## config.mk

```make
export PLATFORM = sky130hd
export DESIGN_NAME = qsx_master
export DESIGN_NICKNAME = d
export VERILOG_FILES = /design/src/rtl/qsx_pkg.sv /design/src/rtl/qsx_master.sv
export SDC_FILE = /design/constraint.sdc
export NUM_CORES = 1
export LEC_CHECK = 0
export ABC_AREA = 0
export BUFFER_PORTS_ARGS = -buffer_cell sky130_fd_sc_hd__buf_2
export CAP_MARGIN = 20
export CELL_PAD_IN_SITES_DETAIL_PLACEMENT = 0
export CELL_PAD_IN_SITES_GLOBAL_PLACEMENT = 1
export CORE_MARGIN = 2
export CORE_UTILIZATION = 25
export DETAILED_ROUTE_END_ITERATION = 6
export PLACE_DENSITY_LB_ADDON = 0.15
export SYNTH_ARGS = -nofsm -noshare
export SYNTH_HDL_FRONTEND = slang
export SYNTH_HIERARCHICAL = 1
export SYNTH_SLANG_ARGS = --single-unit
```

## constraint.sdc

```tcl
create_clock -name clk_sys_i -period 9.66 [get_ports clk_sys_i]
set_input_delay 0.966 -clock clk_sys_i [delete_from_list [all_inputs] [get_ports clk_sys_i]]
set_output_delay 0.966 -clock clk_sys_i [all_outputs]
set_load 0.1 [all_outputs]
```

## src/rtl/qsx_pkg.sv

```systemverilog
// Shared constants and types of the quad serial flash master.
// Assumes a single system clock; control bits come as ports, not over the bus.
`default_nettype none
package qsx_pkg;
    localparam int TX_DEPTH = 16;
    localparam int RX_DEPTH = 32;
    localparam logic [3:0] OFS_TX_DATA = 4'h0;
    localparam logic [3:0] OFS_RX_DATA = 4'h4;
    localparam logic [7:0] FILLER_BYTE = 8'hFF;
    localparam logic [7:0] XIP_IDLE_BYTE = 8'hFF;
    localparam logic [15:0] XIP_IDLE_FRAMES = 16'h0003;
    localparam logic [15:0] XIP_DATA_FRAMES = 16'h0004;
    localparam logic [1:0] DIV_BY_2 = 2'h0;
    localparam logic [1:0] DIV_BY_4 = 2'h1;
    localparam logic [1:0] DIV_BY_6 = 2'h2;
    localparam logic [1:0] LANE_EXT_1 = 2'h0;
    localparam logic [1:0] LANE_EXT_2 = 2'h1;
    localparam logic [1:0] LANE_EXT_4 = 2'h2;
    localparam logic [1:0] LANE_DUAL = 2'h3;
    typedef enum logic [1:0] {
        ENG_IDLE = 2'b00,
        ENG_LOAD = 2'b01,
        ENG_SHIFT = 2'b11
    } qsx_eng_type;
    typedef enum logic [2:0] {
        AHB_IDLE = 3'b000,
        AHB_WDATA = 3'b001,
        AHB_PUSH = 3'b011,
        AHB_POP = 3'b010,
        AHB_XIP = 3'b110
    } qsx_ahb_type;
    typedef struct packed {
        logic sck;
        logic ss_n;
        logic [3:0] io_out;
        logic [3:0] io_oe;
    } qsx_pins_type;
    typedef struct packed {
        logic tx_underrun;
        logic rx_overflow;
        logic busy;
        logic xip_active;
    } qsx_status_type;
endpackage
`default_nettype wire

```

## src/rtl/qsx_master.sv

```systemverilog
// Quad serial flash master with execute-in-place path, and its byte FIFO.
// Assumes AHB-lite on clk_sys_i; control bits arrive as plain ports.
`timescale 1ns/10ps
`default_nettype none

module qsx_fifo
    import qsx_pkg::*;
#(
    parameter int WIDTH = 8,
    parameter int DEPTH = 8
)
(
    input wire logic clk_sys_i,
    input wire logic reset_i,
    input wire logic in_valid_i,
    output logic in_ready_o,
    input wire logic [WIDTH-1:0] in_data_i,
    output logic out_valid_o,
    input wire logic out_ready_i,
    output logic [WIDTH-1:0] out_data_o
);
    localparam int AW = $clog2(DEPTH);
    initial
    begin
        if (DEPTH < 2 || (1 << AW) != DEPTH || WIDTH < 1)
            $error("qsx_fifo: depth must be a power of two");
    end
    logic [WIDTH-1:0] mem [DEPTH];
    logic [AW:0] wptr;
    logic [AW:0] rptr;
    wire logic full = (wptr ^ rptr) == {1'b1, {AW{1'b0}}};
    wire logic empty = wptr == rptr;
    wire logic do_push = in_valid_i & ~full;
    wire logic do_pop = out_ready_i & ~empty;
    assign in_ready_o = ~full;
    assign out_valid_o = ~empty;
    assign out_data_o = mem[rptr[AW-1:0]];
    always_ff @(posedge clk_sys_i)
    begin
        if (do_push)
            mem[wptr[AW-1:0]] <= in_data_i;
    end
    always_ff @(posedge clk_sys_i or posedge reset_i)
    begin
        if (reset_i)
        begin
            wptr <= '0;
            rptr <= '0;
        end
        else
        begin
            wptr <= wptr + (AW+1)'(do_push);
            rptr <= rptr + (AW+1)'(do_pop);
        end
    end
    full_depth_a: assert property (@(posedge clk_sys_i) disable iff (reset_i)
        !in_ready_o |-> (wptr - rptr) == (AW+1)'(DEPTH))
        else $error("fifo refuses before holding its full depth");
endmodule

// Function
// - Acts only as bus master; drives serial clock and select itself.
// - Serial clock is the system clock divided by two, four or six.
// - Outgoing bytes buffer 16 deep, incoming bytes 32 deep.
// - Data writes push the transmit FIFO; data reads pop the receive FIFO.
// - Each data-register access moves one to four bytes.
// - Two mode inputs pick extended, dual or quad lane use.
// - Flash addresses go out as three or four bytes.
// - Frames are eight bits; longer transfers run frames with no gap.
// - Transmit underrun and receive overflow are recorded as status.
// - Frames are counted and completion of the programmed count flagged.
// - The execute-in-place enable places the block in that mode.
// - Fetch: address bytes, three idle bytes, four data bytes, one word.
// - Fetched data goes straight to the bus, never via the FIFO.
// - Execute-in-place holds while the hold bit stays zero.
// - In that mode writes still land; register reads are unavailable.
// - Reset does not clear execute-in-place; the enable is a plain input.
// - Clearing the enable returns reads to the registers.
// - Direct mode lets software drive and sample the pins.
// - Select level after normal transfers is configurable.
// - Filler bytes are sent and unwanted received bytes dropped.
module qsx_master
    import qsx_pkg::*;
(
    input wire logic clk_sys_i,
    input wire logic reset_i,
    input wire logic hsel_i,
    input wire logic [31:0] haddr_i,
    input wire logic [1:0] htrans_i,
    input wire logic hwrite_i,
    input wire logic [2:0] hsize_i,
    input wire logic [31:0] hwdata_i,
    input wire logic hready_i,
    output logic hreadyout_o,
    output logic hresp_o,
    output logic [31:0] hrdata_o,
    input wire logic xip_enable_i,
    input wire logic xip_hold_bit_i,
    input wire logic lane_mode_bit_low_i,
    input wire logic [1:0] lane_mode_bits_high_i,
    input wire logic [1:0] serial_clock_divider_i,
    input wire logic addr_four_bytes_i,
    input wire logic ss_keep_idle_i,
    input wire logic [15:0] frame_count_i,
    input wire logic [15:0] tx_frames_i,
    input wire logic [15:0] rx_skip_i,
    input wire logic start_i,
    input wire logic status_clear_i,
    input wire logic direct_mode_i,
    input wire qsx_pins_type direct_pins_i,
    input wire logic [3:0] io_in_i,
    output qsx_pins_type pins_o,
    output logic [3:0] io_sampled_o,
    output qsx_status_type status_o,
    output logic done_o
);
    function automatic logic [2:0] lanes_f(input logic quad,
        input logic [1:0] high, input logic first);
        if (quad)
            return 3'h4;
        case (high)
            LANE_DUAL: return 3'h2;
            LANE_EXT_2: return first ? 3'h1 : 3'h2;
            LANE_EXT_4: return first ? 3'h1 : 3'h4;
            default: return 3'h1;
        endcase
    endfunction

    function automatic logic [3:0] steps_f(input logic [2:0] lanes);
        return (lanes == 3'h4) ? 4'h2 : (lanes == 3'h2) ? 4'h4 : 4'h8;
    endfunction

    qsx_eng_type eng;
    qsx_ahb_type ast;
    logic [3:0] io_meta;
    logic [3:0] io_s;
    logic [1:0] divcnt;
    logic sck;
    logic ss_n;
    logic [15:0] frame;
    logic [15:0] rframe;
    logic [15:0] total;
    logic [15:0] txcnt;
    logic [15:0] skip;
    logic is_xip;
    logic [2:0] lanes;
    logic drive;
    logic [7:0] txsh;
    logic [7:0] rxsh;
    logic [3:0] bitcnt;
    logic [3:0] rbits;
    logic samp;
    logic [31:0] xip_addr;
    logic [31:0] xip_word;
    logic [2:0] alen;
    logic underrun;
    logic overflow;
    logic [2:0] bcnt;
    logic [1:0] lane_idx;
    logic [31:0] wbuf;
    logic xip_start;
    logic is_xip_pend_done;

    // Both pipe stages keep metastable pin levels away from the shift logic.
    always_ff @(posedge clk_sys_i or posedge reset_i)
    begin
        if (reset_i)
        begin
            io_meta <= '0;
            io_s <= '0;
        end
        else
        begin
            io_meta <= io_in_i;
            io_s <= io_meta;
        end
    end

    wire logic xip_active = xip_enable_i & ~xip_hold_bit_i;
    wire logic [1:0] half = (serial_clock_divider_i == DIV_BY_6) ? 2'h3 :
        (serial_clock_divider_i == DIV_BY_4) ? 2'h2 : 2'h1;
    wire logic tick = (eng == ENG_SHIFT) && (divcnt == half - 2'h1);
    wire logic fall = tick & sck;
    wire logic [3:0] steps = steps_f(lanes);
    wire logic frame_end = fall && (bitcnt == steps);
    wire logic [15:0] frame_nx = (eng == ENG_LOAD) ? 16'h0 : frame + 16'h1;
    wire logic last = frame_nx == total;
    wire logic load_evt = (eng == ENG_LOAD) | (frame_end & ~last);
    wire logic out_nx = frame_nx < txcnt;
    wire logic [2:0] lanes_nx = lanes_f(lane_mode_bit_low_i,
        lane_mode_bits_high_i, frame_nx == 16'h0);
    wire logic [1:0] abi = 2'(alen - 3'h1 - frame_nx[2:0]);
    wire logic [7:0] addr_byte = xip_addr[{abi, 3'b000} +: 8];
    wire logic tx_valid;
    wire logic [7:0] tx_data;
    wire logic tx_pop = load_evt & ~is_xip & out_nx & tx_valid;
    wire logic underrun_evt = load_evt & ~is_xip & out_nx & ~tx_valid;
    wire logic [7:0] next_txsh = is_xip ?
        (out_nx ? addr_byte : XIP_IDLE_BYTE) :
        (tx_pop ? tx_data : FILLER_BYTE);

    // Receive side runs one cycle behind each falling edge, after the pin
    // pipe, so the sampled bit is the one the flash held across the rise.
    wire logic [2:0] rlanes = lanes_f(lane_mode_bit_low_i,
        lane_mode_bits_high_i, rframe == 16'h0);
    wire logic [7:0] rx_next = (rlanes == 3'h4) ? {rxsh[3:0], io_s} :
        (rlanes == 3'h2) ? {rxsh[5:0], io_s[1:0]} : {rxsh[6:0], io_s[1]};
    wire logic rx_done = samp && (rbits + 4'h1 == steps_f(rlanes));
    wire logic rx_last = rframe + 16'h1 == total;
    wire logic rx_keep = rx_done & ~is_xip & (rframe >= skip);
    wire logic rx_ready;
    wire logic rx_push = rx_keep & rx_ready;
    wire logic overflow_evt = rx_keep & ~rx_ready;
    wire logic xip_byte = rx_done & is_xip &
        (rframe >= 16'(alen) + XIP_IDLE_FRAMES);
    wire logic [31:0] xip_word_nx = {rx_next, xip_word[31:8]};
    wire logic xip_done = rx_done & is_xip & rx_last;
    wire logic busy = (eng != ENG_IDLE) | samp;
    wire logic norm_start = start_i & ~busy & ~xip_active &
        (frame_count_i != 16'h0);

    // Engine: start, frame load and bit shifting.
    always_ff @(posedge clk_sys_i or posedge reset_i)
    begin
        if (reset_i)
        begin
            eng <= ENG_IDLE;
            frame <= '0;
            total <= '0;
            txcnt <= '0;
            skip <= '0;
            is_xip <= 1'b0;
            lanes <= 3'h1;
            drive <= 1'b0;
            txsh <= '0;
            bitcnt <= '0;
            divcnt <= '0;
            sck <= 1'b0;
        end
        else
        begin
            case (eng)
                ENG_IDLE:
                begin
                    if (xip_start)
                    begin
                        eng <= ENG_LOAD;
                        is_xip <= 1'b1;
                        total <= 16'(alen) + XIP_IDLE_FRAMES +
                            XIP_DATA_FRAMES;
                        txcnt <= 16'(alen);
                        skip <= '0;
                    end
                    else if (norm_start)
                    begin
                        eng <= ENG_LOAD;
                        is_xip <= 1'b0;
                        total <= frame_count_i;
                        txcnt <= tx_frames_i;
                        skip <= rx_skip_i;
                    end
                end
                ENG_LOAD:
                    eng <= ENG_SHIFT;
                ENG_SHIFT:
                begin
                    divcnt <= tick ? 2'h0 : divcnt + 2'h1;
                    if (tick)
                        sck <= ~sck;
                    if (tick & ~sck)
                        bitcnt <= bitcnt + 4'h1;
                    else if (fall)
                        txsh <= txsh << lanes;
                    if (frame_end & last)
                        eng <= ENG_IDLE;
                end
                default:
                    eng <= ENG_IDLE;
            endcase
            if (load_evt)
            begin
                frame <= frame_nx;
                txsh <= next_txsh;
                lanes <= lanes_nx;
                drive <= out_nx;
                bitcnt <= '0;
            end
        end
    end

    // Select goes low at load and, if asked, stays low after a normal transfer; a fetch always releases it.
    always_ff @(posedge clk_sys_i or posedge reset_i)
    begin
        if (reset_i)
            ss_n <= 1'b1;
        else if (eng == ENG_LOAD)
            ss_n <= 1'b0;
        else if (frame_end & last)
            ss_n <= is_xip | ~ss_keep_idle_i;
        else if (eng == ENG_IDLE & ~ss_keep_idle_i)
            ss_n <= 1'b1;
    end

    always_ff @(posedge clk_sys_i or posedge reset_i)
    begin
        if (reset_i)
        begin
            samp <= 1'b0;
            rxsh <= '0;
            rbits <= '0;
            rframe <= '0;
            xip_word <= '0;
            done_o <= 1'b0;
        end
        else
        begin
            samp <= fall;
            done_o <= rx_done & rx_last & ~is_xip;
            if (eng == ENG_LOAD)
            begin
                rframe <= '0;
                rbits <= '0;
            end
            else if (samp)
            begin
                rxsh <= rx_next;
                rbits <= rx_done ? 4'h0 : rbits + 4'h1;
                if (rx_done)
                    rframe <= rframe + 16'h1;
            end
            if (xip_byte)
                xip_word <= xip_word_nx;
        end
    end

    // Hardware set wins over a clear in the same cycle.
    always_ff @(posedge clk_sys_i or posedge reset_i)
    begin
        if (reset_i)
        begin
            underrun <= 1'b0;
            overflow <= 1'b0;
        end
        else
        begin
            underrun <= underrun_evt | (underrun & ~status_clear_i);
            overflow <= overflow_evt | (overflow & ~status_clear_i);
        end
    end

    // AHB side. Only one byte moves per cycle, so wider accesses wait.
    wire logic a_take = hsel_i & htrans_i[1] & hready_i &
        (ast == AHB_IDLE);
    wire logic [3:0] a_reg = haddr_i[3:0];
    wire logic [2:0] a_bytes = (hsize_i == 3'h0) ? 3'h1 :
        (hsize_i == 3'h1) ? 3'h2 : 3'h4;
    wire logic push_ok = (ast == AHB_PUSH);
    wire logic tx_ready;
    wire logic tx_push = push_ok & tx_ready;
    wire logic [7:0] push_byte = wbuf[{lane_idx, 3'b000} +: 8];
    wire logic rx_valid;
    wire logic [7:0] rx_data;
    wire logic rx_pop = (ast == AHB_POP) & rx_valid;
    assign xip_start = (ast == AHB_XIP) & (eng == ENG_IDLE) & ~samp &
        ~is_xip_pend_done;

    always_ff @(posedge clk_sys_i or posedge reset_i)
    begin
        if (reset_i)
        begin
            ast <= AHB_IDLE;
            bcnt <= '0;
            lane_idx <= '0;
            wbuf <= '0;
            xip_addr <= '0;
            alen <= 3'h3;
            hrdata_o <= '0;
            is_xip_pend_done <= 1'b0;
        end
        else
        begin
            case (ast)
                AHB_IDLE:
                begin
                    lane_idx <= haddr_i[1:0];
                    bcnt <= a_bytes;
                    if (a_take & ~hwrite_i & xip_active)
                    begin
                        ast <= AHB_XIP;
                        xip_addr <= haddr_i;
                        alen <= addr_four_bytes_i ? 3'h4 : 3'h3;
                        is_xip_pend_done <= 1'b0;
                    end
                    else if (a_take & hwrite_i & (a_reg == OFS_TX_DATA))
                        ast <= AHB_WDATA;
                    else if (a_take & ~hwrite_i & (a_reg == OFS_RX_DATA))
                    begin
                        ast <= AHB_POP;
                        hrdata_o <= '0;
                    end
                end
                AHB_WDATA:
                begin
                    wbuf <= hwdata_i;
                    ast <= AHB_PUSH;
                end
                AHB_PUSH:
                begin
                    if (tx_ready)
                    begin
                        lane_idx <= lane_idx + 2'h1;
                        bcnt <= bcnt - 3'h1;
                        if (bcnt == 3'h1)
                            ast <= AHB_IDLE;
                    end
                end
                AHB_POP:
                begin
                    if (rx_valid)
                        hrdata_o[{lane_idx, 3'b000} +: 8] <= rx_data;
                    lane_idx <= lane_idx + 2'h1;
                    bcnt <= bcnt - 3'h1;
                    if (bcnt == 3'h1)
                        ast <= AHB_IDLE;
                end
                AHB_XIP:
                begin
                    if (xip_start)
                        is_xip_pend_done <= 1'b1;
                    if (xip_done)
                    begin
                        hrdata_o <= xip_word_nx;
                        ast <= AHB_IDLE;
                    end
                end
                default:
                    ast <= AHB_IDLE;
            endcase
        end
    end

    assign hreadyout_o = (ast == AHB_IDLE);
    assign hresp_o = 1'b0;

    qsx_fifo #(
        .WIDTH(8),
        .DEPTH(TX_DEPTH)
    ) u_tx_fifo (
        .clk_sys_i(clk_sys_i),
        .reset_i(reset_i),
        .in_valid_i(tx_push),
        .in_ready_o(tx_ready),
        .in_data_i(push_byte),
        .out_valid_o(tx_valid),
        .out_ready_i(tx_pop),
        .out_data_o(tx_data)
    );

    qsx_fifo #(
        .WIDTH(8),
        .DEPTH(RX_DEPTH)
    ) u_rx_fifo (
        .clk_sys_i(clk_sys_i),
        .reset_i(reset_i),
        .in_valid_i(rx_push),
        .in_ready_o(rx_ready),
        .in_data_i(rx_next),
        .out_valid_o(rx_valid),
        .out_ready_i(rx_pop),
        .out_data_o(rx_data)
    );

    wire logic [3:0] eng_oe = (lanes == 3'h4) ? {4{drive}} :
        (lanes == 3'h2) ? {2'b00, {2{drive}}} : 4'h1;
    wire logic [3:0] eng_out = (lanes == 3'h4) ? txsh[7:4] :
        (lanes == 3'h2) ? {2'b00, txsh[7:6]} : {3'b000, txsh[7]};
    wire qsx_pins_type eng_pins = '{sck: sck, ss_n: ss_n,
        io_out: eng_out, io_oe: (eng == ENG_IDLE) ? 4'h0 : eng_oe};
    assign pins_o = direct_mode_i ? direct_pins_i : eng_pins;
    assign io_sampled_o = io_s;
    assign status_o = '{tx_underrun: underrun, rx_overflow: overflow,
        busy: busy, xip_active: xip_active};

    master_clock_a: assert property (@(posedge clk_sys_i) disable iff (reset_i)
        !direct_mode_i && pins_o.sck |-> !pins_o.ss_n)
        else $error("serial clock moved with select released");
    div_four_a: assert property (@(posedge clk_sys_i) disable iff (reset_i)
        serial_clock_divider_i == DIV_BY_4 && $stable(serial_clock_divider_i)
        && $rose(sck) |-> sck ##1 sck)
        else $error("divide by four high phase not two cycles");
    no_gap_a: assert property (@(posedge clk_sys_i) disable iff (reset_i)
        frame_end && !last |=> eng == ENG_SHIFT && !sck && !ss_n)
        else $error("gap between back to back frames");
    underrun_flag_a: assert property (@(posedge clk_sys_i) disable iff (reset_i)
        underrun_evt |=> status_o.tx_underrun)
        else $error("underrun not recorded");
    overflow_flag_a: assert property (@(posedge clk_sys_i) disable iff (reset_i)
        overflow_evt |=> status_o.rx_overflow)
        else $error("overflow not recorded");
    xip_frames_a: assert property (@(posedge clk_sys_i) disable iff (reset_i)
        xip_start |=> total == 16'(alen) + 16'h0007 && txcnt == 16'(alen))
        else $error("fetch frame count wrong");
    fetch_return_a: assert property (@(posedge clk_sys_i) disable iff (reset_i)
        xip_done |=> hreadyout_o && hrdata_o == $past(xip_word_nx))
        else $error("fetched word not returned");
    fetch_wait_a: assert property (@(posedge clk_sys_i) disable iff (reset_i)
        $rose(ast == AHB_XIP) |-> !hreadyout_o ##1 !hreadyout_o)
        else $error("fetch completed without waiting");
    push_bytes_a: assert property (@(posedge clk_sys_i) disable iff (reset_i)
        a_take && hwrite_i && a_reg == OFS_TX_DATA && hsize_i == 3'h2
        |=> ##1 push_ok [*4])
        else $error("word write did not push four bytes");
    xip_off_a: assert property (@(posedge clk_sys_i) disable iff (reset_i)
        !xip_enable_i |-> !status_o.xip_active)
        else $error("execute-in-place active while disabled");
endmodule

`default_nettype wire

```

==> results.md <==
- Buffers inserted to repair hold after CTS numbered 0.
- The total nets after synthesis is ~2,500.
- The count of buffers added on input and output ports is approximately 200.
- The starting density of the core is between 20% and 30%.
- The number of antenna violations at the first check in global routing is 11.
- The via count is between 15,000 and 20,000.
- The level count of the clock H-tree is 3.
- The first global-routing pass estimated between 100 and 150 mm of wire.
- TritonCTS built the clock tree.
- For this run, the leading register cell type out of synthesis is sky130_fd_sc_hd__edfxtp_1.
- The number of clock buffers added by TritonCTS is 80.
- Along the worst path, the maximum fanout reaches 11.
- After detailed routing, the number of remaining DRC violations is 0.
- Setup repair after global routing left no endpoint under its margin.
- The number of global-route vias before repair is ~20,000.
- Sequential cells were found to cover around three fifths of the synthesized design area.
- The number of buffers on the longest clock path is 3.
- For this design the static power due to leakage is between 10 and 15 nW.
- The number of cells upsized or downsized after cts is 0.
- The kind of path behind the tightest hold check is flop to flop.
- The setup TNS is 0 ns.
- Setup slack on the worst reg-to-reg path comes out at between 4 and 5 ns.
- During synthesis, Yosys emitted a total of 6 warnings.
- The core outline area is 123,000 sq um.
- The first-pass detailed-route iteration total is 5.
- Across the VDD grid, the largest voltage drop is 0.171 mV.
- The capturing instance or port of the critical path is u_tx_fifo/rptr[4].
- The worst hold slack after final layout is about 0.35 ns.
- The sort of element at the end of the critical path is a flop.
- The type of origin of the critical path is a flop.
- The fraction of registers with async set or reset after synthesis is between 40% and 50%.
- The highest clock frequency the design can meet is between 150 and 200 MHz.
- After synthesis the cells add up to approximately 31,000 sq um.
- STA puts the critical path data arrival time at around 6.0 ns.
- The number of cells on the worst reg-to-reg path is 14.
- The half-perimeter wire length after detailed placement is between 60 and 70 mm.
- The congestion estimate from routability-driven global placement came to between 0.8 and 0.9.
- For the worst setup path, the data required time is about 10 ns.
- The count of final max-slew check failures is 0.
- The clock latency at the later pin of the worst-skew pair is a little under 0.7 ns.
- The violation count after the first detailed-route iteration is between 1,000 and 1,500.
- The final routed wire length divided by cell count is approximately 21 um.
- The setup fix buffers added after clock tree synthesis is 0.
- The pin count of the biggest net entering global routing is approximately 110.
- The critical path is of the flop to flop type.
- Sorting the synthesized cells by area gives the leading types as sky130_fd_sc_hd__edfxtp_1, sky130_fd_sc_hd__dfrtp_1, sky130_fd_sc_hd__mux4_2.
- The final layout contains routed wiring with a total length of 90.5 mm.
- For this design the ratio of total power to cell area is 259 nW/um^2.
- Measured along the y axis, the die boundary spans about 360 um.
- Subtracting the final worst setup slack from the clock period gives 5.37 ns.
- In this run the count of I/O pins placed on the die edge is between 200 and 250.
- The synthesized design contains ~380 enable-type register cells.
- Dividing the detail-routed via count by the number of cells gives 4.59.
- The max capacitance violation total is 0.
- Headroom to the max-slew limit came out at 31.7%.
- At the end of the flow, the number of nets in the layout was 2,756.
- The start of the worst register-to-register path is frame[0].
- The overall fraction of global-route tracks in use is between 10% and 20%.
- Of the post-synthesis cell area, the dominant cell type holds 37.2%.
- The final number of setup-violating endpoints is 0.
- The average size of a mapped cell is around 13 sq um.
- The cell accounting for the most synthesized area is sky130_fd_sc_hd__edfxtp_1.
- Yosys mapped the design onto 86 distinct sky130hd cell types.
- The run finished with clean final reports.
- The post-synthesis sequential element count is between 600 and 700.
- Once detail routing completed, the nets flagged for antenna violations numbered 0.
- The final worst-path cycle share is a little under three fifths.
- The global-route congestion overflow total is 0.
- The root buffer cell is sky130_fd_sc_hd__clkbuf_16.
- The clock transition at the register clock pins on the worst setup and hold paths after CTS is 0.06 ns.
- The number of endpoints with negative hold slack in the final report is 0.
- The floorplan step set the die width to about 360 um.
- The start point of the critical path is frame[0].
- The slew at the pin closest to its max-slew limit is approximately 1 ns.
- The fraction of final layout cells with drive strength greater than 1 is roughly a quarter.
- The final worst clock skew is around 0.061 ns.
- For this design, the sink count on the clock tree is 663.
- Compared with the post-synthesis result, the final layout area differs by 18.4%.
- In this run the most critical hold path is launched from io_meta[3].
- The floorplan step defined a die boundary enclosing 127,000 sq um.
- The number of rows in the core area is ~130.
- The synthesized netlist cell count is approximately 2,300.
- The endpoint identified for the worst register-to-register timing path is u_tx_fifo/rptr[4].
state kept, by name, indices dropped and copies added (netlist names), 24 cells and up:
| signal | cells |
|---|---|
| xip_word | 24 |
| u_rx_fifo/mem | 256 |
| xip_addr | 32 |
| wbuf | 32 |
| u_tx_fifo/mem | 128 |
| hrdata_o | 32 |
placed cells by master (no fill, tap or decap), drive strengths merged, types with 20 or more instances in the layout:
| master | count |
|---|---|
| edfxtp | 384 |
| o221ai | 20 |
| ha | 57 |
| nor3 | 68 |
| inv | 90 |
| mux4 | 90 |
| nor4 | 26 |
| clkinv | 31 |
| nor2b | 52 |
| xnor2 | 43 |
| mux2i | 83 |
| clkbuf | 100 |
| nand2b | 23 |
| nor2 | 103 |
| buf | 278 |
| dfrtp | 276 |
| mux2 | 151 |
| nand4 | 25 |
| a21o | 20 |
| nand3 | 43 |
| a21oi | 92 |
| nand2 | 192 |
| o21ai | 125 |
| xor2 | 47 |
worst max-delay path, cell delays in order, from the launching register on:
cell	delay [ns]
sky130_fd_sc_hd__dfrtp_1	0.59
sky130_fd_sc_hd__nand4_1	0.51
sky130_fd_sc_hd__or3_1	0.58
sky130_fd_sc_hd__mux2i_2	0.35
sky130_fd_sc_hd__o22ai_1	0.18
sky130_fd_sc_hd__a2111oi_1	0.81
sky130_fd_sc_hd__a31oi_1	0.60
sky130_fd_sc_hd__buf_4	0.35
sky130_fd_sc_hd__nor2_2	0.40
sky130_fd_sc_hd__nor3_1	0.13
sky130_fd_sc_hd__and2_1	0.19
sky130_fd_sc_hd__ha_1	0.20
sky130_fd_sc_hd__ha_1	0.20
sky130_fd_sc_hd__nand3_1	0.10
sky130_fd_sc_hd__xnor2_1	0.12
worst min-delay path by stage:
stage / end / slack [ns] / cells after the start
2_1_floorplan: io_sampled_o[0] / 0.33 / 0
3_3_place_gp: io_sampled_o[0] / 0.34 / 0
3_5_place_dp: io_sampled_o[0] / 0.34 / 0
4_1_cts: io_sampled_o[3] / 0.35 / 0
5_1_grt: io_sampled_o[3] / 0.35 / 0
6_report: io_sampled_o[3] / 0.35 / 0
synth_stat cells, types with 47 or more instances:
| cell | instances |
|---|---|
| sky130_fd_sc_hd__dfrtp_1 | 276 |
| sky130_fd_sc_hd__nor3_1 | 67 |
| sky130_fd_sc_hd__xor2_1 | 47 |
| sky130_fd_sc_hd__o21ai_0 | 120 |
| sky130_fd_sc_hd__mux4_2 | 87 |
| sky130_fd_sc_hd__mux2_2 | 143 |
| sky130_fd_sc_hd__a21oi_1 | 92 |
| sky130_fd_sc_hd__nor2_1 | 102 |
| sky130_fd_sc_hd__clkbuf_1 | 71 |
| sky130_fd_sc_hd__edfxtp_1 | 384 |
| sky130_fd_sc_hd__mux2i_1 | 82 |
| sky130_fd_sc_hd__inv_1 | 88 |
| sky130_fd_sc_hd__nand2_1 | 192 |
| sky130_fd_sc_hd__nor2b_1 | 52 |
| sky130_fd_sc_hd__ha_1 | 57 |
layout make-up:
type / count / area (sq um)
Clock buffer: 98 / 2150
Sequential cell: 663 / 18500
Timing Repair Buffer: 280 / 1640
Inverter: 89 / 342
Antenna cell: 5 / 12.5
Tap cell: 1637 / 2050
Clock inverter: 46 / 485
Multi-Input combinational cell: 1437 / 11500
Fill cell: 12500 / 86600
where the power goes:
group	switching (mW)	leakage, nW	internal (mW)
Clock	1.27	1.26	1.71
Combinational	1.62	5.88	0.914
Sequential	0.354	7.03	3.62
Total	3.25	14.2	6.25
logic make-up after synthesis:
kind of cell               share of synthesized area (%)
and+or+nand+nor                                     9.85
muxes                                               14.9
adders and majority gates                           2.33
buffers and inverters                               3.41
xor gates and xnor gates                            2.54
other                                             0.0121
DFF                                                 59.8
AOI/OAI and AO/OA                                   7.21
routing by layer:
metal | global-route usage [%] | vias to the layer above | share of wire [%]
li1 | - | 9130 | -
met1 | 19.7 | 9944 | 47
met5 | 0 | - | 0.014
met3 | 3.26 | 114 | 4.7
met4 | 3.58 | 2 | 2.0
met2 | 22.3 | 355 | 46
metrics by stage:
stage                     setup WS (ns)  instances  utilization [%]  area (sq um)  power (mW)
after floorplan                    1.63       2329                -         31000        5.73
after global placement             4.23       4086             27.5         33900        6.57
after detailed placement           4.24       4100             27.5         34000        6.62
after CTS                          4.37       4244             29.7         36600        9.68
after global routing               4.00       4253             29.7         36700        10.0
final                              4.29       4255             29.8         36700        9.50
(Power assumes the default switching activity.)
